==> src/dpos_defs.svh <==
// Offsets, field positions, reset values and codes for the dual port ownership block
`ifndef DPOS_DEFS_SVH
`define DPOS_DEFS_SVH

`define DPOS_ADDR_BUS_STATUS  8'h00
`define DPOS_ADDR_STATUS_WORD 8'h04
`define DPOS_ADDR_STATUS_CML  8'h08
`define DPOS_ADDR_LIVE_STATE  8'h0c
`define DPOS_ADDR_OC_RESP     8'h10
`define DPOS_ADDR_OT_RESP     8'h14
`define DPOS_ADDR_CTRL        8'h18
`define DPOS_ADDR_OPERATION   8'h1c

`define DPOS_BS_CTRL0_BIT     0
`define DPOS_BS_CTRL1_BIT     4
`define DPOS_FLAG_REJECT      3'h6
`define DPOS_FLAG_TAKE_OWN    3'h3
`define DPOS_FLAG_TAKE_OTHER  3'h2

`define DPOS_SW_CML_BIT       1
`define DPOS_SW_FAULT_LSB     2
`define DPOS_CML_INVALID_BIT  7
`define DPOS_NFAULT           10
`define DPOS_FAULT_ALERT_MASK 10'h2ff

`define DPOS_CTRL_CMD_EN_BIT  0
`define DPOS_CTRL_CLEAR_BIT   1

`define DPOS_RST_CTRL         8'h01
`define DPOS_RST_OC_RESP      8'h00
`define DPOS_RST_OT_RESP      8'h00
`define DPOS_RST_OPERATION    8'h80

`define DPOS_RESP_OKAY        2'h0
`define DPOS_RESP_SLVERR      2'h2

`endif

==> src/dpos_pkg.sv <==
// Types shared by the dual port ownership block
package dpos_pkg;

	typedef enum logic {
		DPOS_OWN_P0 = 1'b0,
		DPOS_OWN_P1 = 1'b1
	} dpos_owner_t;

	typedef enum logic [2:0] {
		DPOS_CMD_READ     = 3'b000,
		DPOS_CMD_OC_RESP  = 3'b001,
		DPOS_CMD_OT_RESP  = 3'b010,
		DPOS_CMD_OPER     = 3'b011,
		DPOS_CMD_CLEAR    = 3'b100,
		DPOS_CMD_TAKEOVER = 3'b101,
		DPOS_CMD_INVALID  = 3'b110,
		DPOS_CMD_SPARE    = 3'b111
	} dpos_cmd_t;

endpackage

==> src/dpos_port_sampler.sv <==
// Serial port command sampler: synchronises a port's lines and emits one event per serial clock rise with req high
`timescale 1ns/1ps
module dpos_port_sampler #(
	parameter int KW = 3,
	parameter int DW = 8
) (
	// Clock and reset
	input  wire logic          clk,
	input  wire logic          rst,
	input  wire logic          ce,
	// Port lines from the serial engine
	input  wire logic          scl,
	input  wire logic          req,
	input  wire logic [KW-1:0] kind,
	input  wire logic [DW-1:0] data,
	// Event towards the core
	output logic               evt,
	output logic      [KW-1:0] evt_kind,
	output logic      [DW-1:0] evt_data
);
	logic [KW+DW+1:0] sync_m_q;
	logic [KW+DW+1:0] sync_s_q;
	logic             scl_d_q;
	logic             fire;

	always_ff @(posedge clk or posedge rst) begin
		if (rst) begin
			sync_m_q <= '0;
			sync_s_q <= '0;
			scl_d_q  <= 1'b0;
		end else if (ce) begin
			sync_m_q <= {scl, req, kind, data};
			sync_s_q <= sync_m_q;
			scl_d_q  <= sync_s_q[KW+DW+1];
		end
	end

	assign fire = sync_s_q[KW+DW+1] & ~scl_d_q & sync_s_q[KW+DW];

	always_ff @(posedge clk or posedge rst) begin
		if (rst) begin
			evt      <= 1'b0;
			evt_kind <= '0;
			evt_data <= '0;
		end else if (ce) begin
			evt <= fire;
			if (fire) begin
				evt_kind <= sync_s_q[KW+DW-1:DW];
				evt_data <= sync_s_q[DW-1:0];
			end
		end
	end
endmodule // dpos_port_sampler

==> src/dpos_sticky_bank.sv <==
// Bank of sticky flags where a set in the clearing cycle wins
`timescale 1ns/1ps
module dpos_sticky_bank #(
	parameter int W = 8
) (
	// Clock and reset
	input  wire logic         clk,
	input  wire logic         rst,
	input  wire logic         ce,
	// Set and clear per bit
	input  wire logic [W-1:0] set,
	input  wire logic [W-1:0] clr,
	// Held flags
	output logic      [W-1:0] q
);
	always_ff @(posedge clk or posedge rst) begin
		if (rst) begin
			q <= '0;
		end else if (ce) begin
			q <= (q & ~clr) | set;
		end
	end
endmodule // dpos_sticky_bank

==> src/dpos_top.sv <==
// Ownership, rejection and latched status reporting for two redundant serial management ports
//
// Implementation choices: the register addresses and register access over AXI4-Lite.
`timescale 1ns/1ps
`include "dpos_defs.svh"
module dpos_top
	import dpos_pkg::*;
#(
	parameter int NLIVE = 4,
	parameter int NFIN  = 9
) (
	// Clock, reset and enable
	input  wire logic             clk,
	input  wire logic             rst,
	input  wire logic             ce,
	// Serial port 0 command lines
	input  wire logic             p0_scl,
	input  wire logic             p0_req,
	input  wire logic [2:0]       p0_kind,
	input  wire logic [7:0]       p0_data,
	// Serial port 1 command lines
	input  wire logic             p1_scl,
	input  wire logic             p1_req,
	input  wire logic [2:0]       p1_kind,
	input  wire logic [7:0]       p1_data,
	// Unit condition inputs
	input  wire logic [NFIN-1:0]  fault_in,
	input  wire logic [NLIVE-1:0] live_in,
	// Alert outputs, active low
	output logic                  alert0_n,
	output logic                  alert1_n,
	// Command register outputs towards the unit
	output logic      [7:0]       oc_resp,
	output logic      [7:0]       ot_resp,
	output logic      [7:0]       operation,
	// AXI4-Lite write address
	input  wire logic             s_axi_awvalid,
	output logic                  s_axi_awready,
	input  wire logic [7:0]       s_axi_awaddr,
	// AXI4-Lite write data
	input  wire logic             s_axi_wvalid,
	output logic                  s_axi_wready,
	input  wire logic [31:0]      s_axi_wdata,
	input  wire logic [3:0]       s_axi_wstrb,
	// AXI4-Lite write response
	output logic                  s_axi_bvalid,
	input  wire logic             s_axi_bready,
	output logic      [1:0]       s_axi_bresp,
	// AXI4-Lite read address
	input  wire logic             s_axi_arvalid,
	output logic                  s_axi_arready,
	input  wire logic [7:0]       s_axi_araddr,
	// AXI4-Lite read data
	output logic                  s_axi_rvalid,
	input  wire logic             s_axi_rready,
	output logic      [31:0]      s_axi_rdata,
	output logic      [1:0]       s_axi_rresp
);

	// Port events
	logic                   evt      [2];
	logic [2:0]             evt_kind [2];
	logic [7:0]             evt_data [2];

	// Ownership and flags
	dpos_owner_t            own_q;
	logic [2:0]             flags    [2];
	logic [2:0]             flag_set [2];
	logic [2:0]             flag_clr [2];
	logic [1:0]             cml_q;
	logic [1:0]             cml_set;
	logic [1:0]             cml_clr;

	// Per port decoded commands
	logic [1:0]             in_ctrl;
	logic [1:0]             take;
	logic [1:0]             rej;
	logic [1:0]             clr;
	logic [1:0]             bad;
	logic [1:0]             wr;

	// Unit condition sampling
	logic [NFIN-1:0]        fin_m_q;
	logic [NFIN-1:0]        fin_s_q;
	logic [NLIVE-1:0]       live_m_q;
	logic [NLIVE-1:0]       live_s_q;
	logic [`DPOS_NFAULT-1:0] fault_set;
	logic [`DPOS_NFAULT-1:0] fault_clr;
	logic [`DPOS_NFAULT-1:0] fault_q;
	logic                   unit_alert;
	logic                   ctrl_clear;

	// Software view
	logic [7:0]             ctrl_q;
	logic                   sw_clear_q;
	logic [7:0]             bus_status;
	logic [15:0]            status_word;
	logic [7:0]             status_cml;
	logic                   cmd_en;

	// Bus slave
	logic                   wr_go;
	logic                   rd_go;
	logic                   wr_hit;
	logic                   rd_hit;
	logic [31:0]            rd_val;

	// Samplers for the two serial ports
	dpos_port_sampler #(
		.KW (3),
		.DW (8)
	) u_samp0 (
		.clk      (clk),
		.rst      (rst),
		.ce       (ce),
		.scl      (p0_scl),
		.req      (p0_req),
		.kind     (p0_kind),
		.data     (p0_data),
		.evt      (evt[0]),
		.evt_kind (evt_kind[0]),
		.evt_data (evt_data[0])
	);

	dpos_port_sampler #(
		.KW (3),
		.DW (8)
	) u_samp1 (
		.clk      (clk),
		.rst      (rst),
		.ce       (ce),
		.scl      (p1_scl),
		.req      (p1_req),
		.kind     (p1_kind),
		.data     (p1_data),
		.evt      (evt[1]),
		.evt_kind (evt_kind[1]),
		.evt_data (evt_data[1])
	);

	assign cmd_en = ctrl_q[`DPOS_CTRL_CMD_EN_BIT];

	// Decode each port's command against ownership
	always_comb begin
		for (int p = 0; p < 2; p++) begin
			in_ctrl[p] = (own_q == dpos_owner_t'(p[0]));
			take[p]    = 1'b0;
			rej[p]     = 1'b0;
			clr[p]     = 1'b0;
			bad[p]     = 1'b0;
			wr[p]      = 1'b0;
			if (evt[p] && cmd_en) begin
				case (dpos_cmd_t'(evt_kind[p]))
					DPOS_CMD_READ: begin
					end
					DPOS_CMD_CLEAR: begin
						clr[p] = 1'b1;
					end
					DPOS_CMD_TAKEOVER: begin
						take[p] = ~in_ctrl[p];
					end
					DPOS_CMD_INVALID, DPOS_CMD_SPARE: begin
						rej[p] = ~in_ctrl[p];
						bad[p] = in_ctrl[p];
					end
					default: begin
						rej[p] = ~in_ctrl[p];
						wr[p]  = in_ctrl[p];
					end
				endcase
			end
		end
	end

	always_ff @(posedge clk or posedge rst) begin
		if (rst) begin
			own_q <= DPOS_OWN_P0;
		end else if (ce) begin
			if (take[0]) begin
				own_q <= DPOS_OWN_P0;
			end else if (take[1]) begin
				own_q <= DPOS_OWN_P1;
			end
		end
	end

	always_comb begin
		for (int p = 0; p < 2; p++) begin
			flag_set[p] = 3'h0;
			if (rej[p]) begin
				flag_set[p] = flag_set[p] | `DPOS_FLAG_REJECT;
			end
			if (take[p]) begin
				flag_set[p] = flag_set[p] | `DPOS_FLAG_TAKE_OWN;
			end
			if (take[1-p]) begin
				flag_set[p] = flag_set[p] | `DPOS_FLAG_TAKE_OTHER;
			end
			flag_clr[p] = {3{clr[p]}};
		end
	end

	dpos_sticky_bank #(
		.W (3)
	) u_flags0 (
		.clk (clk),
		.rst (rst),
		.ce  (ce),
		.set (flag_set[0]),
		.clr (flag_clr[0]),
		.q   (flags[0])
	);

	dpos_sticky_bank #(
		.W (3)
	) u_flags1 (
		.clk (clk),
		.rst (rst),
		.ce  (ce),
		.set (flag_set[1]),
		.clr (flag_clr[1]),
		.q   (flags[1])
	);

	assign cml_set = bad;
	assign cml_clr = clr;

	dpos_sticky_bank #(
		.W (2)
	) u_cml (
		.clk (clk),
		.rst (rst),
		.ce  (ce),
		.set (cml_set),
		.clr (cml_clr),
		.q   (cml_q)
	);

	// Unit condition synchronisers
	always_ff @(posedge clk or posedge rst) begin
		if (rst) begin
			fin_m_q  <= '0;
			fin_s_q  <= '0;
			// Output taken as on, so leaving reset latches no shutdown
			live_m_q <= {{(NLIVE-1){1'b0}}, 1'b1};
			live_s_q <= {{(NLIVE-1){1'b0}}, 1'b1};
		end else if (ce) begin
			fin_m_q  <= fault_in;
			fin_s_q  <= fin_m_q;
			live_m_q <= live_in;
			live_s_q <= live_m_q;
		end
	end

	assign fault_set = {fin_s_q[8:7], ~live_s_q[0], fin_s_q[6:0]};

	// owner clear wipes
	// Only the owner or software wipes the unit faults
	assign ctrl_clear = (clr[0] & in_ctrl[0]) | (clr[1] & in_ctrl[1]) | sw_clear_q;
	assign fault_clr  = {`DPOS_NFAULT{ctrl_clear}};

	dpos_sticky_bank #(
		.W (`DPOS_NFAULT)
	) u_faults (
		.clk (clk),
		.rst (rst),
		.ce  (ce),
		.set (fault_set),
		.clr (fault_clr),
		.q   (fault_q)
	);

	assign unit_alert = |(fault_q & `DPOS_FAULT_ALERT_MASK);

	always_ff @(posedge clk or posedge rst) begin
		if (rst) begin
			oc_resp   <= `DPOS_RST_OC_RESP;
			ot_resp   <= `DPOS_RST_OT_RESP;
			operation <= `DPOS_RST_OPERATION;
		end else if (ce) begin
			for (int p = 0; p < 2; p++) begin
				if (wr[p]) begin
					case (dpos_cmd_t'(evt_kind[p]))
						DPOS_CMD_OC_RESP: oc_resp   <= evt_data[p];
						DPOS_CMD_OT_RESP: ot_resp   <= evt_data[p];
						DPOS_CMD_OPER:    operation <= evt_data[p];
						default: begin
						end
					endcase
				end
			end
		end
	end

	assign bus_status = {flags[1], in_ctrl[1], flags[0], in_ctrl[0]};

	always_comb begin
		status_word = 16'h0000;
		status_word[`DPOS_SW_CML_BIT] = |cml_q;
		status_word[`DPOS_SW_FAULT_LSB +: `DPOS_NFAULT] = fault_q;
		status_cml = 8'h00;
		status_cml[`DPOS_CML_INVALID_BIT] = |cml_q;
	end

	always_ff @(posedge clk or posedge rst) begin
		if (rst) begin
			alert0_n <= 1'b1;
			alert1_n <= 1'b1;
		end else if (ce) begin
			alert0_n <= ~(((|flags[0]) & ~in_ctrl[0]) | unit_alert | cml_q[0]);
			alert1_n <= ~(((|flags[1]) & ~in_ctrl[1]) | unit_alert | cml_q[1]);
		end
	end

	// Write path: address and data are taken together
	assign wr_go         = s_axi_awvalid & s_axi_wvalid & ~s_axi_bvalid & ce;
	assign s_axi_awready = wr_go;
	assign s_axi_wready  = wr_go;
	assign wr_hit        = (s_axi_awaddr == `DPOS_ADDR_CTRL);

	always_ff @(posedge clk or posedge rst) begin
		if (rst) begin
			ctrl_q     <= `DPOS_RST_CTRL;
			sw_clear_q <= 1'b0;
		end else if (ce) begin
			sw_clear_q <= 1'b0;
			if (wr_go && wr_hit && s_axi_wstrb[0]) begin
				ctrl_q     <= {6'h00, 1'b0, s_axi_wdata[`DPOS_CTRL_CMD_EN_BIT]};
				sw_clear_q <= s_axi_wdata[`DPOS_CTRL_CLEAR_BIT];
			end
		end
	end

	always_ff @(posedge clk or posedge rst) begin
		if (rst) begin
			s_axi_bvalid <= 1'b0;
			s_axi_bresp  <= `DPOS_RESP_OKAY;
		end else if (ce) begin
			if (wr_go) begin
				s_axi_bvalid <= 1'b1;
				s_axi_bresp  <= (wr_hit || rd_decode(s_axi_awaddr)) ? `DPOS_RESP_OKAY : `DPOS_RESP_SLVERR;
			end else if (s_axi_bready) begin
				s_axi_bvalid <= 1'b0;
			end
		end
	end

	// Mapped addresses
	function automatic logic rd_decode(input logic [7:0] a);
		case (a)
			`DPOS_ADDR_BUS_STATUS, `DPOS_ADDR_STATUS_WORD, `DPOS_ADDR_STATUS_CML, `DPOS_ADDR_LIVE_STATE,
			`DPOS_ADDR_OC_RESP, `DPOS_ADDR_OT_RESP, `DPOS_ADDR_CTRL, `DPOS_ADDR_OPERATION: rd_decode = 1'b1;
			default: rd_decode = 1'b0;
		endcase
	endfunction

	// Read path
	assign rd_go         = s_axi_arvalid & ~s_axi_rvalid & ce;
	assign s_axi_arready = rd_go;
	assign rd_hit        = rd_decode(s_axi_araddr);

	always_comb begin
		case (s_axi_araddr)
			`DPOS_ADDR_BUS_STATUS:  rd_val = {24'h000000, bus_status};
			`DPOS_ADDR_STATUS_WORD: rd_val = {16'h0000, status_word};
			`DPOS_ADDR_STATUS_CML:  rd_val = {24'h000000, status_cml};
			`DPOS_ADDR_LIVE_STATE:  rd_val = {{(32-NLIVE){1'b0}}, live_s_q};
			`DPOS_ADDR_OC_RESP:     rd_val = {24'h000000, oc_resp};
			`DPOS_ADDR_OT_RESP:     rd_val = {24'h000000, ot_resp};
			`DPOS_ADDR_CTRL:        rd_val = {24'h000000, ctrl_q};
			`DPOS_ADDR_OPERATION:   rd_val = {24'h000000, operation};
			default:                rd_val = 32'h00000000;
		endcase
	end

	always_ff @(posedge clk or posedge rst) begin
		if (rst) begin
			s_axi_rvalid <= 1'b0;
			s_axi_rdata  <= 32'h00000000;
			s_axi_rresp  <= `DPOS_RESP_OKAY;
		end else if (ce) begin
			if (rd_go) begin
				s_axi_rvalid <= 1'b1;
				s_axi_rdata  <= rd_val;
				s_axi_rresp  <= rd_hit ? `DPOS_RESP_OKAY : `DPOS_RESP_SLVERR;
			end else if (s_axi_rready) begin
				s_axi_rvalid <= 1'b0;
			end
		end
	end

endmodule // dpos_top

==> config.mk <==
export PLATFORM = sky130hd
export DESIGN_NAME = dpos_top
export DESIGN_NICKNAME = d
export VERILOG_FILES = /design/src/dpos_pkg.sv /design/src/dpos_port_sampler.sv /design/src/dpos_sticky_bank.sv /design/src/dpos_top.sv
export VERILOG_INCLUDE_DIRS = /design/src
export SDC_FILE = /design/constraint.sdc
export NUM_CORES = 1
export LEC_CHECK = 0
export ABC_AREA = 1
export BUFFER_PORTS_ARGS = -buffer_cell sky130_fd_sc_hd__clkbuf_2
export CAP_MARGIN = 30
export CORE_MARGIN = 2
export CORE_UTILIZATION = 45
export DETAILED_ROUTE_END_ITERATION = 16
export GPL_TIMING_DRIVEN = 0
export PLACE_DENSITY = 0.66
export SLEW_MARGIN = 0
export SYNTH_ARGS = -nofsm -noshare
export SYNTH_HDL_FRONTEND = slang
export SYNTH_HIERARCHICAL = 1
export SYNTH_SLANG_ARGS = --single-unit
==> constraint.sdc <==
create_clock -name clk -period 3.45 [get_ports clk]
set_clock_uncertainty 0.2 [all_clocks]
set_input_delay 0 -clock clk [delete_from_list [all_inputs] [get_ports clk]]
set_output_delay 0 -clock clk [all_outputs]
set_load 0.005 [all_outputs]
# After elaboration in Yosys (flattened, before gate mapping)
# Memory sizes are Yosys's and may differ from the RTL's.
# Index checks and enable logic that the tools add are counted.
# classes
muxes,52
n_bitwise,39
reduce_logical,31
n_eq_ne,22
# op_table
operator,count
two-way mux 8 bit,12
case mux 12 bit (8 select lines),1
"equality test 8 x 5 -> 1 bit, second input constant",5
two-way mux 1 bit,31
"equality test 3 bit, second input constant",8
"equality test 8 x 4 -> 1 bit, second input constant",2
AND reduction 2 bit,8
bitwise AND 1 bit,13
"equality test 3 x 2 -> 1 bit, second input constant",4
zero test 3 bit,4
two-way mux 2 bit,6
OR reduction 3 bit,4
bitwise AND 10 bit,1
NOT 10 bit,1
bitwise OR 10 bit,1
OR reduction 5 bit,2
OR reduction 9 bit,1
"equality test 8 x 3 -> 1 bit, second input constant",1
zero test 8 bit,1
NOT 1 bit,8
bitwise AND 3 bit,2
"equality test 3 x 1 -> 1 bit, second input constant",2
two-way mux 3 bit,2
NOT 3 bit,2
9 further kinds,22
# word_totals
n_memories,2
mem_bits_ro,64
out_inout_bits,67
inputBits,99
register_bits,189
# mem_list
name,depth,width,rd,rd_ports_with_merged_regs,wr,line,text
(name not given),32,1,1,0,0,dpos_top.sv:350,case (a)
(name not given),32,1,1,0,0,dpos_top.sv:350,

# Logic depth before layout (Yosys ltp)
# logic_depth
depth_word,9
mapped_depth,10
mapped_depth_nobuf,9

# By module
# Netlist, hierarchy kept.
# by_module_without_submodules
mod,cells_per_inst,n_inst,area_per_inst_um2,seq_area_each_um2
dpos_top,589,1,4191.5,1784.2
dpos_port_sampler,156,2,1491.4,975.9
dpos_sticky_bank (u_faults),53,1,419.2,250.2
dpos_sticky_bank (u_flags0 ...),16,2,123.9,75.1
dpos_sticky_bank (u_cml),11,1,83.8,50.0

# Worst setup path after synthesis
# No wires, ideal clock.
# synth_path
path_type,reg2reg
start,reg ctrl_q[0]
end,reg u_faults.q[2]
required_time_ns,3.134
arrival_ns,1.579
stages_incl_launch_ff,8
synth_period_minus_slack_ns,1.896
path_slack_ns,1.554
setup_ns,0.116
n_path_buf,0
path_cell_list,dfstp_2 nand2_4 nor4_1 a21oi_1 nand2_1 nand2_1 nand2_1 nand2_1
# synth_between
elab_chain_cells,8
# synth_rtl
element,line,text
start: declaration,dpos_top.sv:94,logic [7:0] ctrl_q;
start signal: assignment,dpos_top.sv:323,ctrl_q <= `DPOS_RST_CTRL;
start signal: assignment,dpos_top.sv:328,"ctrl_q <= {6'h00, 1'b0, s_axi_wdata[`DPOS_CTRL_CMD_EN_BIT]};"
logical AND 1 bit,dpos_top.sv:152,if (evt[p] && cmd_en) begin
two-way mux 1 bit,dpos_top.sv:152,
via clr[1],dpos_top.sv:78,logic [1:0] clr;
bitwise AND 1 bit,dpos_top.sv:259,assign ctrl_clear = (clr[0] & in_ctrl[0]) | (clr[1] & in_ctrl[1]) | sw_clear_q;
bitwise OR 1 bit (2 in series),dpos_top.sv:259,
via ctrl_clear,dpos_top.sv:91,logic ctrl_clear;
NOT 10 bit,dpos_sticky_bank.sv:20,q <= (q & ~clr) | set;
bitwise AND 10 bit,dpos_sticky_bank.sv:20,
bitwise OR 10 bit,dpos_sticky_bank.sv:20,
end signal: assignment,dpos_sticky_bank.sv:20,
end: declaration,dpos_sticky_bank.sv:14,output logic [W-1:0] q
# The timed path passes the listed nets, and every way through them passes these cells.
# A chain may end at the register's enable or synchronous reset.

# Worst setup path after layout
# layout_path
start,in s_axi_araddr[3]
end,reg s_axi_rdata[10]
# layout_between
elab_chain_cells,2
# layout_rtl
element,line,text
start: declaration,dpos_top.sv:52,"input wire logic [7:0] s_axi_araddr,"
equality test 8 x 5 -> 1 bit (tied with other cells),dpos_top.sv:363,case (s_axi_araddr)
case mux 12 bit (8 select lines) *,dpos_top.sv:363,
end signal: assignment,dpos_top.sv:384,s_axi_rdata <= rd_val;
end: declaration,dpos_top.sv:56,"output logic [31:0] s_axi_rdata,"
# Mark *: on every way between the ends. The rest lies on a longest branch, timed or not.

==> impl_results.md <==
- Status: finished, final reports clean
- Seq pwr share: 0.488
- Final Hold Vio Count: 0
- Initial antenna violation count: 0
- # diodes: 0
- Worst Path Arrival: about 2.6 ns
- Hold WS: roughly 0.028 ns
- Worst path most repeated cell: dlygate4sd3_1
- Routed Antenna Nets: 0
- Crit path kind: input pin to register
- Die Y: around 140 um
- Area leader, netlist: dfrtp_1
- TritonCTS clock tree: done
- Max_cap viols: 0
- Mean Syn Cell Area: between 7 and 8 sq um
- Core footprint: 17240 sq um
- Post-synth ARST share: 1.000
- RSZ-0062 raised after global routing: false
- Sw Ratio: 0.2795
- Syn Inst Count: ~1000
- Dpl ws: between 1 and 1.5 ns
- Wirelength per Cell: 13.31 um
- Yosys warns: 6
- Gr ovfl total: 0
- Largest net degree at the start of global routing: around 70
- Row count: 48
- Global Route Usage Sum: 0.2158
- Measured slew at the worst slew-check pin: between 0.8 and 0.9 ns
- H-tree Lvls: 4
- Vias: a little under 7000
- Crit end category: register
- Commonest cells after routing, fill and taps aside: nand2_1 (307), dfrtp_1 (161), inv_1 (142), o21ai_0 (123), clkbuf_2 (112)
- Die area: between 15000 and 20000 sq um
- Share of cells above drive strength 1: 0.1813
- Synth top area share: 0.5084
- P&R area growth vs syn: 26.37%
- Clk sinks: 167
- Detailed Route WL: slightly below 20000 um
- Clk_lat worst skew: between 0.4 and 0.5 ns
- # fillers: about 1600
- Worst-path maximum fanout: 6
- Relative slew slack: 0.4263
- Post-synth EDFFs: 0
- Synth Register Bits: roughly 170
- Drt drc: 0
- Final period utilization: 0.7094
- Post-route setup TNS: 0 ns
- Overall power: approximately 0.0048 W
- Via density: roughly 4.7
- Switching power: around 0.0014 W
- Top Metal Used: met4
- Routed wl met3: around 810 um
- Pwr dens: between 400 and 500 nW/um^2
- Pint: between 0.003 and 0.004 W
- WP buf/inv: 5
- Critical Path Max Stage Delay: 0.58 ns
- Post-Syn Area: around 7900 sq um
- Placer Congestion: 0.8702
- Hold crit path type: input pin to register
- # resized after CTS: 0
- Clock-pin slew of the registers on the worst-case setup and hold paths: 0.07 ns
- Buffers on Ports: between 100 and 150
- Initial core utilization: 0.4598
- Critical path's slowest cell: dlygate4sd3_1
- Top FF cell, synth: dfrtp_1
- Layout Nets: 1305
- Final Util: 0.5810
- Slew Limit Fails: 0
- Clock share of power: 0.386
- Number of buffers created by CTS: 17
- FMAX: 408.6 MHz
- Largest cells by area after synthesis: dfrtp_1 (51%), nand2_1 (15%), o21ai_0 (7.8%)
- Wire length on met2: a little over 9000 um
- Yosys cell types: 33
- Setup violators final: 0
- Final WS setup: between 1 and 1.5 ns
- Logic gate share of total power: 0.126
- Nature of the critical path startpoint: input pin
- P_leak: about 5.3 nW
- Drt pass-1 iters: 5
- Die width: ~140 um
- Crit path time final: 2.447 ns
- Iter 0 DRT Violations: 333
- CP cell instances: dlygate4sd3_1, clkbuf_2, inv_1, nand2_1, dlygate4sd3_1, nor2_1, nand2_1, o21ai_0, dlygate4sd3_1
- First-pass GRT wire length: 31360 um
- Sequential-to-total area share from yosys stat: 0.5283
- Worst vdd ir: 0.3569 mV
- Vias in the first global route: between 6000 and 7000
- CP required: roughly 3.6 ns
- Detailed placement HPWL: roughly 13000 um
- Most common cell after layout, fill and taps aside: nand2_1
- Clock buffer depth: 2
- Crit path max-delay family: buffers and inverters
- DRT met1 WL: a little under 9000 um
- IO Pins: around 170
- Root Buffer Master: clkbuf_16
## cells in the mapped netlist, drive strengths merged, types with 2 or more instances
library cell    n
nand2         314
dfrtp         161
inv           148
o21ai         134
nand3          68
nor2           55
buf            51
a21oi          27
clkbuf         11
dfstp           6
nor4            5
nor3            4
o31ai           3
clkinv          2
nand4           2
## metal layers
layer / up-vias / track usage
li1: 3479 / -
met1: 3080 / 0.2828
met2: 159 / 0.3564
met3: 33 / 0.04000
met4: 0 / 0.08218
met5: - / 0
## per-stage QoR
| step | cell area, sq um | instances |
|---|---|---|
| 6_report | 10010 | 1444 |
| 5_1_grt | 10010 | 1444 |
| 4_1_cts | 10010 | 1444 |
| 3_5_place_dp | 8838 | 1353 |
| 3_3_place_gp | 8836 | 1353 |
| 2_1_floorplan | 8004 | 1018 |
## worst reg2reg max path, delay by kind of cell (launching register included)
family | cells | cell delay, ns
and+or+nand+nor | 6 | 1.35
DFF | 1 | 0.63
AOI/OAI and AO/OA | 1 | 0.14
## registers in the layout, summed over array words and instances, names as in the netlist, 8 cells and up
register	cells
operation	8
ot_resp	8
u_samp1/evt_data	8
u_samp1/sync_s_q	13
s_axi_rdata	12
fin_m_q	9
oc_resp	8
fin_s_q	9
u_samp1/sync_m_q	13
u_samp0/sync_m_q	13
u_samp0/evt_data	8
u_samp0/sync_s_q	13
u_faults/q	10
## cell families after synthesis
| logic type | after synthesis | share of synthesized area |
|---|---|---|
| simple gates | 451 | 0.2397 |
| buf+inv | 212 | 0.1225 |
| flops | 167 | 0.5283 |
| compound gates | 166 | 0.1091 |
| other cells | 1 | 0.0004732 |
## final cells by class
cell class	count	area, sq um	share of cell area
multi-input cells	639	2846	0.2842
clock buffers	21	470.5	0.04698
clock inverters	11	115.1	0.01149
flip-flops and latches	167	4187	0.4180
repair buffers	169	1141	0.1139
plain buffers	62	407.9	0.04073
inverters	150	565.5	0.05647
well taps	225	281.5	0.02811
## power groups by stage
stage | logic [W] | clock network, W | registers [W]
2_1_floorplan | 0.000392 | 0 | 0.00234
3_3_place_gp | 0.000537 | 0 | 0.00239
3_5_place_dp | 0.000551 | 0 | 0.00240
4_1_cts | 0.000610 | 0.00190 | 0.00237
5_1_grt | 0.000701 | 0.00199 | 0.00240
6_report | 0.000609 | 0.00187 | 0.00237
## worst paths after layout
check	cells past startpoint	to	start	slack, ns
setup / recovery	9	s_axi_rdata[10]	s_axi_araddr[3]	1.00
hold / removal	3	u_flags0/q[1]	ce	0.03
setup reg to reg	7	u_faults/q[3]	ctrl_q[0]	1.03
hold reg to reg	2	u_samp1/evt_data[4]	u_samp1/evt_data[4]	0.27
max in group asynchronous	3	operation[3]	rst	2.24
min in group asynchronous	3	u_faults/q[5]	rst	0.05
## timing repair
item | in CTS | in global routing
endpoints found under the hold margin | 213 | 0
hold buffers | 59 | 0
buffers inserted | 0 | 0
endpoints found under the setup margin | 0 | 0
No activity file was read; power rests on OpenSTA's default activity.
